**config.mk**
```make
export PLATFORM = sky130hd
export DESIGN_NAME = csp_top
export DESIGN_NICKNAME = d
export VERILOG_FILES = /design/src/design/csp_pkg.sv /design/src/design/csp_clk_div.sv /design/src/design/csp_ext_edge.sv /design/src/design/csp_top.sv
export SDC_FILE = /design/constraint.sdc
export NUM_CORES = 1
export LEC_CHECK = 0
export BUFFER_PORTS_ARGS = -buffer_cell sky130_fd_sc_hd__buf_2
export CAP_MARGIN = 10
export CORE_ASPECT_RATIO = 0.7
export CORE_MARGIN = 2
export CORE_UTILIZATION = 53
export DETAILED_ROUTE_END_ITERATION = 6
export PLACE_DENSITY = 0.76
export SYNTH_ARGS = -nofsm -noshare
export SYNTH_HDL_FRONTEND = slang
export SYNTH_HIERARCHICAL = 1
export SYNTH_SLANG_ARGS = --single-unit
```
**constraint.sdc**
```tcl
create_clock -name clk -period 3.1 [get_ports clk]
set_input_delay 0.155 -clock clk [delete_from_list [all_inputs] [get_ports clk]]
set_output_delay 0.155 -clock clk [all_outputs]
set_load 0.005 [all_outputs]
```
**src/design/csp_pkg.sv**
```systemverilog
// Package: constants and types for the clocked serial port
package csp_pkg;
    localparam int unsigned CSP_DATA_W    = 8;
    localparam int unsigned CSP_CNT_W     = 4;
    localparam logic [3:0]  CSP_BIT_COUNT = 4'h8;
    localparam logic [3:0]  CSP_BIT_LAST  = 4'h7;
    // Control/status register field positions
    localparam int unsigned CSP_END_FLAG_POS = 7;
    localparam int unsigned CSP_IRQ_MASK_POS = 6;
    localparam int unsigned CSP_RX_START_POS = 5;
    localparam int unsigned CSP_TX_START_POS = 4;
    localparam int unsigned CSP_SEL_LSB      = 0;
    localparam int unsigned CSP_SEL_W        = 3;
    // Reset values
    localparam logic [2:0]  CSP_SEL_RESET    = 3'h7;
    localparam logic [2:0]  CSP_SEL_EXTERNAL = 3'h7;
    localparam logic [7:0]  CSP_CTRL_RESET   = 8'h07;
    // Divider: base ratio 20, doubled per select code
    localparam int unsigned CSP_DIV_BASE   = 20;
    localparam int unsigned CSP_DIV_W      = 11;
    localparam int unsigned CSP_HALF_BASE  = CSP_DIV_BASE / 2;
    // Register addresses on the documented select port
    localparam logic [0:0]  CSP_ADDR_CTRL  = 1'h0;
    localparam logic [0:0]  CSP_ADDR_DATA  = 1'h1;
    typedef enum logic [1:0] {CSP_IDLE, CSP_TX, CSP_RX} csp_mode_t;
endpackage

```
**src/design/csp_clk_div.sv**
```systemverilog
// Bit clock divider with half-period edge pulses
`timescale 1ns/1ns
module csp_clk_div
(
    clk,
    sys_rst,
    run,
    sel,
    clk_level,
    fall_pulse,
    rise_pulse
);
    import csp_pkg::*;

    input  wire logic                   clk;
    input  wire logic                   sys_rst;
    input  wire logic                   run;
    input  wire logic [CSP_SEL_W-1:0]   sel;
    output logic                        clk_level;
    output logic                        fall_pulse;
    output logic                        rise_pulse;

    logic [CSP_DIV_W-1:0] cnt_r;
    logic [CSP_DIV_W-1:0] cnt_nxt;
    logic                 lvl_r;
    logic                 lvl_nxt;
    logic [CSP_DIV_W-1:0] half_len;

    ////////////////////////////////////////////////////////////////////////
    always_comb begin
        half_len   = CSP_DIV_W'(CSP_HALF_BASE) << sel;
        cnt_nxt    = cnt_r;
        lvl_nxt    = lvl_r;
        fall_pulse = 1'b0;
        rise_pulse = 1'b0;
        if (!run) begin
            // Idle high so the first edge of a transfer is a fall
            cnt_nxt = '0;
            lvl_nxt = 1'b1;
        end else if (cnt_r == half_len - CSP_DIV_W'(1)) begin
            cnt_nxt    = '0;
            lvl_nxt    = ~lvl_r;
            fall_pulse = lvl_r;
            rise_pulse = ~lvl_r;
        end else begin
            cnt_nxt = cnt_r + CSP_DIV_W'(1);
        end
    end

    always_ff @(posedge clk or posedge sys_rst) begin
        if (sys_rst) begin
            cnt_r <= '0;
            lvl_r <= 1'b1;
        end else begin
            cnt_r <= cnt_nxt;
            lvl_r <= lvl_nxt;
        end
    end

    assign clk_level = lvl_r;
endmodule

```
**src/design/csp_ext_edge.sv**
```systemverilog
// Edge detector for the external bit clock
`timescale 1ns/1ns
module csp_ext_edge (
    clk,
    sys_rst,
    pin_in,
    fall_pulse,
    rise_pulse
);
    input  wire logic clk;
    input  wire logic sys_rst;
    input  wire logic pin_in;
    output logic      fall_pulse;
    output logic      rise_pulse;

    logic prev_r;
    logic prev_nxt;

    ////////////////////////////////////////////////////////////////////////
    // Pin is taken as synchronous; one flop of history is enough
    always_comb begin
        prev_nxt   = pin_in;
        fall_pulse = prev_r & ~pin_in;
        rise_pulse = ~prev_r & pin_in;
    end

    always_ff @(posedge clk or posedge sys_rst) begin
        if (sys_rst) begin
            prev_r <= 1'b1;
        end else begin
            prev_r <= prev_nxt;
        end
    end
endmodule

```
**src/design/csp_top.sv**
```systemverilog
// Clocked serial port: control/status and shift data registers, shifter
`timescale 1ns/1ns
// Operation
// - Interrupt request is end flag gated by mask bit 6.
// - Reset clears the interrupt mask bit.
// - Writing receive start bit 5 begins receive and enables bit clock.
// - Receive shifts serial input into shift register on active bit clock.
// - After eight received bits: clear receive start, set end flag.
// - Writing transmit start bit 4 shifts register out on serial output.
// - After eight sent bits: clear transmit start, set end flag.
// - Reset and peripheral halt clear both start bits.
// - Serial input is used only while modem input select is 0.
// - Select codes 0-6 divide by 20 doubling to 1280; 7 is external.
// - Reset sets all select bits, making the clock pin an input.
// - Internal modes drive clock pin only while a transfer is enabled.
// - Clearing a start bit by software stops that operation at once.
// - Reset aborts transfers but keeps shift register contents.
// - End flag bit 7 set on completion, cleared by data access, reset, halt.
// - Shift register writes during a transfer take effect immediately.
module csp_top
(
    clk,
    sys_rst,
    reg_sel,
    reg_wr,
    reg_rd,
    reg_wdata,
    reg_rdata,
    peripheral_halt_mode,
    modem_input_select,
    serial_in_pin,
    serial_out_pin,
    serial_clock_pin_in,
    serial_clock_pin_out,
    serial_clock_pin_oe_n,
    irq
);
    import csp_pkg::*;

    input  wire logic                    clk;
    input  wire logic                    sys_rst;
    input  wire logic [0:0]              reg_sel;
    input  wire logic                    reg_wr;
    input  wire logic                    reg_rd;
    input  wire logic [CSP_DATA_W-1:0]   reg_wdata;
    output logic [CSP_DATA_W-1:0]        reg_rdata;
    input  wire logic                    peripheral_halt_mode;
    input  wire logic                    modem_input_select;
    input  wire logic                    serial_in_pin;
    output logic                         serial_out_pin;
    input  wire logic                    serial_clock_pin_in;
    output logic                         serial_clock_pin_out;
    output logic                         serial_clock_pin_oe_n;
    output logic                         irq;

    logic                    end_flag_r;
    logic                    end_flag_nxt;
    logic                    done_irq_mask_r;
    logic                    done_irq_mask_nxt;
    logic                    rx_start_bit_r;
    logic                    rx_start_bit_nxt;
    logic                    tx_start_bit_r;
    logic                    tx_start_bit_nxt;
    logic [CSP_SEL_W-1:0]    clock_divider_select_r;
    logic [CSP_SEL_W-1:0]    clock_divider_select_nxt;
    logic [CSP_DATA_W-1:0]   shift_data_register_r;
    logic [CSP_DATA_W-1:0]   shift_data_register_nxt;
    logic [CSP_CNT_W-1:0]    bit_cnt_r;
    logic [CSP_CNT_W-1:0]    bit_cnt_nxt;
    logic                    tx_out_r;
    logic                    tx_out_nxt;
    logic [CSP_DATA_W-1:0]   rdata_r;
    logic [CSP_DATA_W-1:0]   rdata_nxt;

    logic                    ext_mode;
    logic                    active;
    logic                    int_level;
    logic                    int_fall;
    logic                    int_rise;
    logic                    ext_fall;
    logic                    ext_rise;
    logic                    bit_fall;
    logic                    bit_rise;
    logic                    rx_data;
    logic                    ctrl_wr;
    logic                    data_acc;
    logic                    done;
    logic [CSP_DATA_W-1:0]   ctrl_view;

    csp_mode_t               mode_r;
    csp_mode_t               mode_nxt;
    logic                    tx_run;
    logic                    rx_run;

    ////////////////////////////////////////////////////////////////////////
    // Elaboration checks on the package constants the logic leans on
    if ((CSP_HALF_BASE << CSP_SEL_EXTERNAL) >= (1 << CSP_DIV_W)) begin : g_div_too_narrow
        $error("divider counter too narrow for the slowest rate");
    end
    if ((CSP_HALF_BASE * 2) != CSP_DIV_BASE) begin : g_div_base_odd
        $error("divider base ratio must be even");
    end
    if (CSP_BIT_COUNT != CSP_CNT_W'(CSP_DATA_W)) begin : g_bit_count
        $error("bit count must match the data width");
    end
    if (CSP_BIT_LAST != CSP_BIT_COUNT - 4'h1) begin : g_bit_last
        $error("last bit index must be one below the bit count");
    end
    if ((CSP_SEL_LSB + CSP_SEL_W) > CSP_TX_START_POS) begin : g_sel_field
        $error("select field overlaps the start bits");
    end

    ////////////////////////////////////////////////////////////////////////
    // Bit clock sources
    assign ext_mode = (clock_divider_select_r == CSP_SEL_EXTERNAL);
    assign active   = rx_start_bit_r | tx_start_bit_r;

    csp_clk_div u_div (
        .clk        (clk),
        .sys_rst    (sys_rst),
        .run        (active & ~ext_mode),
        .sel        (clock_divider_select_r),
        .clk_level  (int_level),
        .fall_pulse (int_fall),
        .rise_pulse (int_rise)
    );

    csp_ext_edge u_ext (
        .clk        (clk),
        .sys_rst    (sys_rst),
        .pin_in     (serial_clock_pin_in),
        .fall_pulse (ext_fall),
        .rise_pulse (ext_rise)
    );

    assign bit_fall = active & (ext_mode ? ext_fall : int_fall);
    assign bit_rise = active & (ext_mode ? ext_rise : int_rise);

    // Shared pin: a high select hands it to the other channel's modem input
    assign rx_data = modem_input_select ? 1'b1 : serial_in_pin;

    ////////////////////////////////////////////////////////////////////////
    // Transfer mode decode
    always_comb begin
        tx_run = 1'b0;
        rx_run = 1'b0;
        case (mode_r)
            CSP_TX: begin
                tx_run = 1'b1;
            end
            CSP_RX: begin
                rx_run = 1'b1;
            end
            CSP_IDLE: begin
                tx_run = 1'b0;
                rx_run = 1'b0;
            end
            default: begin
                tx_run = 1'b0;
                rx_run = 1'b0;
            end
        endcase
    end

    ////////////////////////////////////////////////////////////////////////
    // Register access and transfer sequencing
    assign ctrl_wr  = reg_wr & (reg_sel == CSP_ADDR_CTRL);
    assign data_acc = (reg_wr | reg_rd) & (reg_sel == CSP_ADDR_DATA);

    always_comb begin
        end_flag_nxt             = end_flag_r;
        done_irq_mask_nxt        = done_irq_mask_r;
        rx_start_bit_nxt         = rx_start_bit_r;
        tx_start_bit_nxt         = tx_start_bit_r;
        clock_divider_select_nxt = clock_divider_select_r;
        shift_data_register_nxt  = shift_data_register_r;
        bit_cnt_nxt              = bit_cnt_r;
        tx_out_nxt               = tx_out_r;
        done                     = 1'b0;

        // Transmit: present next bit on falling edge, LSB first
        if (tx_run && bit_fall) begin
            tx_out_nxt              = shift_data_register_r[0];
            shift_data_register_nxt = {1'b1, shift_data_register_r[CSP_DATA_W-1:1]};
            bit_cnt_nxt             = bit_cnt_r + CSP_CNT_W'(1);
        end
        // Receive: sample on rising edge into the MSB, shifting right
        if (rx_run && bit_rise) begin
            shift_data_register_nxt = {rx_data, shift_data_register_r[CSP_DATA_W-1:1]};
            bit_cnt_nxt             = bit_cnt_r + CSP_CNT_W'(1);
            if (bit_cnt_r == CSP_BIT_LAST) begin
                rx_start_bit_nxt = 1'b0;
                done             = 1'b1;
            end
        end
        // Transmit ends after the last bit's rising edge
        if (tx_run && bit_rise && bit_cnt_r == CSP_BIT_COUNT) begin
            tx_start_bit_nxt = 1'b0;
            done             = 1'b1;
        end

        // Unbuffered data register: write lands in the live shifter
        if (reg_wr && reg_sel == CSP_ADDR_DATA) begin
            shift_data_register_nxt = reg_wdata;
        end
        if (data_acc) begin
            end_flag_nxt = 1'b0;
        end

        if (ctrl_wr) begin
            done_irq_mask_nxt        = reg_wdata[CSP_IRQ_MASK_POS];
            clock_divider_select_nxt = reg_wdata[CSP_SEL_LSB +: CSP_SEL_W];
            // Clearing a start bit stops at once; setting one restarts the count
            rx_start_bit_nxt = reg_wdata[CSP_RX_START_POS];
            tx_start_bit_nxt = reg_wdata[CSP_TX_START_POS];
            if ((reg_wdata[CSP_RX_START_POS] && !rx_start_bit_r) ||
                (reg_wdata[CSP_TX_START_POS] && !tx_start_bit_r)) begin
                bit_cnt_nxt = '0;
            end
        end

        // Completion set wins over a same-cycle data access clear
        if (done) begin
            end_flag_nxt = 1'b1;
        end

        if (peripheral_halt_mode) begin
            rx_start_bit_nxt = 1'b0;
            tx_start_bit_nxt = 1'b0;
            end_flag_nxt     = 1'b0;
        end
        if (!rx_start_bit_nxt && !tx_start_bit_nxt) begin
            bit_cnt_nxt = '0;
        end

        // One direction at a time; receive wins if both start bits are set
        if (rx_start_bit_nxt) begin
            mode_nxt = CSP_RX;
        end else if (tx_start_bit_nxt) begin
            mode_nxt = CSP_TX;
        end else begin
            mode_nxt = CSP_IDLE;
        end
    end

    // Shift register keeps its contents through reset
    always_ff @(posedge clk) begin
        shift_data_register_r <= shift_data_register_nxt;
    end

    always_ff @(posedge clk or posedge sys_rst) begin
        if (sys_rst) begin
            end_flag_r             <= 1'b0;
            done_irq_mask_r        <= 1'b0;
            rx_start_bit_r         <= 1'b0;
            tx_start_bit_r         <= 1'b0;
            clock_divider_select_r <= CSP_SEL_RESET;
            bit_cnt_r              <= '0;
            tx_out_r               <= 1'b1;
            mode_r                 <= CSP_IDLE;
        end else begin
            end_flag_r             <= end_flag_nxt;
            done_irq_mask_r        <= done_irq_mask_nxt;
            rx_start_bit_r         <= rx_start_bit_nxt;
            tx_start_bit_r         <= tx_start_bit_nxt;
            clock_divider_select_r <= clock_divider_select_nxt;
            bit_cnt_r              <= bit_cnt_nxt;
            tx_out_r               <= tx_out_nxt;
            mode_r                 <= mode_nxt;
        end
    end

    ////////////////////////////////////////////////////////////////////////
    // Read data and pins
    always_comb begin
        ctrl_view                             = '0;
        ctrl_view[CSP_END_FLAG_POS]           = end_flag_r;
        ctrl_view[CSP_IRQ_MASK_POS]           = done_irq_mask_r;
        ctrl_view[CSP_RX_START_POS]           = rx_start_bit_r;
        ctrl_view[CSP_TX_START_POS]           = tx_start_bit_r;
        ctrl_view[CSP_SEL_LSB +: CSP_SEL_W]   = clock_divider_select_r;
        rdata_nxt = (reg_sel == CSP_ADDR_DATA) ? shift_data_register_r : ctrl_view;
    end

    always_ff @(posedge clk or posedge sys_rst) begin
        if (sys_rst) begin
            rdata_r <= '0;
        end else begin
            rdata_r <= rdata_nxt;
        end
    end

    assign reg_rdata             = rdata_r;
    assign serial_out_pin        = tx_out_r;
    assign serial_clock_pin_out  = int_level;
    assign serial_clock_pin_oe_n = ~(active & ~ext_mode);
    assign irq                   = end_flag_r & done_irq_mask_r;
endmodule

```
==> results.cfg <==
[sta]
fin_ws_ps = 73.9
worst_clock_skew_ps = 8.54
hold_slack_ps = 63.6
relSlewSlack = 0.470
period_share = 0.976
fmax_ghz = 0.330
tightest_slew_ps = 794
setup_tns_ps = 0
slew_violations = 0
hold_viol_final = 0
setup_viol_count_final = 0
rsz0062_at_grt = true
period_needed_ps = 3030

[cts]
clkSinkCount = 42
ctsHtreeMaxLevel = 2
post-cts-setup-buffer-count = 0
cts_tree = built
clkTransAtPathRegs_ps = 90
numCtsBuffers = 5
clk_latency_ps = 290
clock-root-buffer = clkbuf_8
clockBufferDepth = 2

[routing]
top_layer = met4
drt_iter0_drc = 174
finalWirelength_um = 5330
vias_per_cell = 5.78
wl_met2_um = 2320
first_pass_iters = 4
wl_met1_um = 2700
wl_met3_um = 262
route.detailed.drc = 0
ant_nets = 0
num_vias = 1987
wire_per_inst_um = 15.5

[grt]
grt_max_degree = 22
grt_pass1_vias = 1719
grt_util_all_layers = 0.207
overflow = 0
grt_first_pass_wirelength_um = 8460
antenna_found_initial = 0

[place]
hpwl_um = 3790
io_buffers = 28
place_congestion = 0.919
post-place-ws_ps = -44.7
placed_area_mm2 = 0.00270

[synthesis]
synth_cell_types = 58
syn_avg_cell_area_um2 = 10.1
synth_edf_count = 8
syn_area_mm2 = 0.00255
synth_fa_ha_area_frac = 0.0197
async_reset_ff_frac = 0.810
synth_cells = 253
yosysTopAreaCell = dfrtp_1
synth_nets = 274
yosys.area_share.simple = 0.234
synth_compound_area_frac = 0.100
synthMuxAreaShare = 0.0791
synth-xor-area-share = 0.0619
synth-seq-cells = 42
ys_top_cells_by_area = dfrtp_1 (28%), edfxtp_1 (9.4%), dfstp_2 (6.2%), mux2_2 (6.2%), nand2_1 (4.7%)
yosysWarningCount = 6
synth_top_family_by_area = simple AND/OR/NAND/NOR gates
seq_area_frac_synth = 0.431
synth_top_area_frac = 0.275
synthFlopType = dfrtp_1

[die]
die-height_um = 62.0
die_area_mm2 = 0.00538
core_area_mm2 = 0.00470
num_rows = 21
die_x_um = 86.8
ioPinCount = 29
initial_core_util = 0.541

[min_path]
hp-class = input pin to register
hold_depth = 3

[run_status]
status = completed

[critical_path]
start_kind = register
crit_type = register to register
cp.arrival_ps = 3020
cp.required_ps = 3090
crit_path_max_fanout = 8
end_kind = register
rr_worst_depth = 11

[layout]
drive_above_1_share = 0.310
nets = 307
stdcell_area_mm2 = 0.00288
antenna_cells = 0
syn_to_final_growth_pct = 13.2

[power_and_ir_drop]
vdd_ir_drop_max_uv = 210
power_density_mw_per_mm2 = 422
leakagePower_nw = 1.23

[flow_run]
cap_violations = 0
==> registers in the layout, summed over array words and instances, names as in the netlist <==
signal,count
bit_cnt_r,4
mode_r,2
u_ext/prev_r,1
clock_divider_select_r,3
shift_data_register_r,8
end_flag_r,1
u_div/cnt_r,11
tx_start_bit_r,1
serial_out_pin,1
u_div/clk_level,1
done_irq_mask_r,1
reg_rdata,8
==> routing by layer <==
metal,track usage,vias up
met4,0.0469,0
met1,0.326,976
met3,0.0357,5
met5,0,-
met2,0.294,51
li1,-,955
==> power breakdown <==
part / leakage [nW] / switching (W) / internal [W]
sequential: 0.511 / 0.0000186 / 0.000597
combinational: 0.671 / 0.000139 / 0.000116
clock: 0.0450 / 0.000190 / 0.000156
==> worst max-delay path, cell delays in order (launching register included) <==
cell and delay [ps]:
dfstp_2 390, or3_4 390, ha_4 200, xnor2_4 140, and4b_2 290, nor2_1 60, or3_4 420, nor4_4 150
inv_1 90, o211ai_1 280, nand2_2 150, nand2_4 150
==> placed cells by master, fill, tap and decap left out, types with 2 or more instances in the layout <==
| cell type | n |
|---|---|
| nand2_1 | 30 |
| dfrtp_1 | 28 |
| buf_2 | 28 |
| nor2_1 | 17 |
| inv_1 | 15 |
| mux2_2 | 14 |
| nor3_1 | 13 |
| xor2_1 | 11 |
| o21ai_0 | 8 |
| edfxtp_1 | 8 |
| nand3_1 | 7 |
| buf_4 | 7 |
| a21oi_1 | 6 |
| xnor2_1 | 6 |
| dfstp_2 | 6 |
| clkbuf_8 | 5 |
| nand4_1 | 5 |
| nor2b_1 | 4 |
| nand2b_1 | 3 |
| mux2i_1 | 3 |
| nand3b_1 | 3 |
| and2_1 | 3 |
| and3_1 | 3 |
| ha_1 | 3 |
| a31oi_1 | 2 |
| o21ai_1 | 2 |
| o22ai_1 | 2 |
| o31ai_2 | 2 |
| nand4b_1 | 2 |
| o211ai_1 | 2 |
| clkinv_2 | 2 |
| dlygate4sd3_1 | 2 |
| and4b_2 | 2 |
| and2b_2 | 2 |
| or3_4 | 2 |
| nor4_4 | 2 |
==> path summary, 6_finish.rpt <==
path                                        endpoint  slack, ps                       from
setup / recovery            shift_data_register_r[7]         70  clock_divider_select_r[2]
max in group asynchronous               reg_rdata[5]       2030                    sys_rst
setup reg to reg            shift_data_register_r[7]         70  clock_divider_select_r[2]
hold reg to reg                         reg_rdata[3]        480   shift_data_register_r[3]
hold / removal             clock_divider_select_r[0]         60               reg_wdata[0]
min in group asynchronous               u_ext/prev_r        420                    sys_rst
==> cells in the mapped netlist, types with 2 or more instances <==
master    instances
or3_1             2
dfstp_2           6
o21ai_1           2
nor3_1           13
mux2_2           14
xnor2_1           7
o22ai_1           2
nand3_1           8
ha_1              4
a31oi_1           2
nand2b_1          3
xor2_1           11
o211ai_1          2
buf_6             3
nand2_1          32
edfxtp_1          8
and4b_2           2
and3_1            3
and2b_2           2
nor4_1            3
nand4b_1          2
o21ai_0           8
nand4_1           5
nor2_1           17
nand3b_1          3
inv_1            15
clkbuf_8          3
buf_2             2
a21oi_1           6
nor2b_1           4
dfrtp_1          28
mux2i_1           3
and2_1            3
==> what timing repair did <==
action,CTS,global route
hold buffers,2,0
setup endpoints to repair,12,18
pin swaps,1,4
endpoints found under the hold margin,13,0
gates resized for setup,2,10
==> area by class of cell <==
| class | instances | area [um2] |
|---|---|---|
| Sequential cell | 42 | 1100 |
| Multi-Input combinational cell | 185 | 1360 |
| Timing Repair Buffer | 37 | 213 |
| Fill cell | 369 | 1820 |
| Inverter | 15 | 56.3 |
| Tap cell | 57 | 71.3 |
| Clock inverter | 2 | 10.0 |
| Clock buffer | 6 | 72.6 |
==> cells by family (layout without fill, tap and decap cells) <==
logic type | after synthesis | in the layout
flops | 42 | 42
compound gates | 34 | 34
buf+inv | 26 | 60
xor+xnor | 18 | 18
simple gates | 111 | 111
fa+ha+maj | 4 | 4
mux | 18 | 18
==> through the flow <==
stage	util	total power, W	instances
2_1_floorplan	-	0.000791	253
3_3_place_gp	0.573	0.000846	334
3_5_place_dp	0.573	0.000851	334
4_1_cts	0.598	0.00120	344
5_1_grt	0.613	0.00128	344
6_report	0.613	0.00122	344
(Power assumes the default switching activity.)
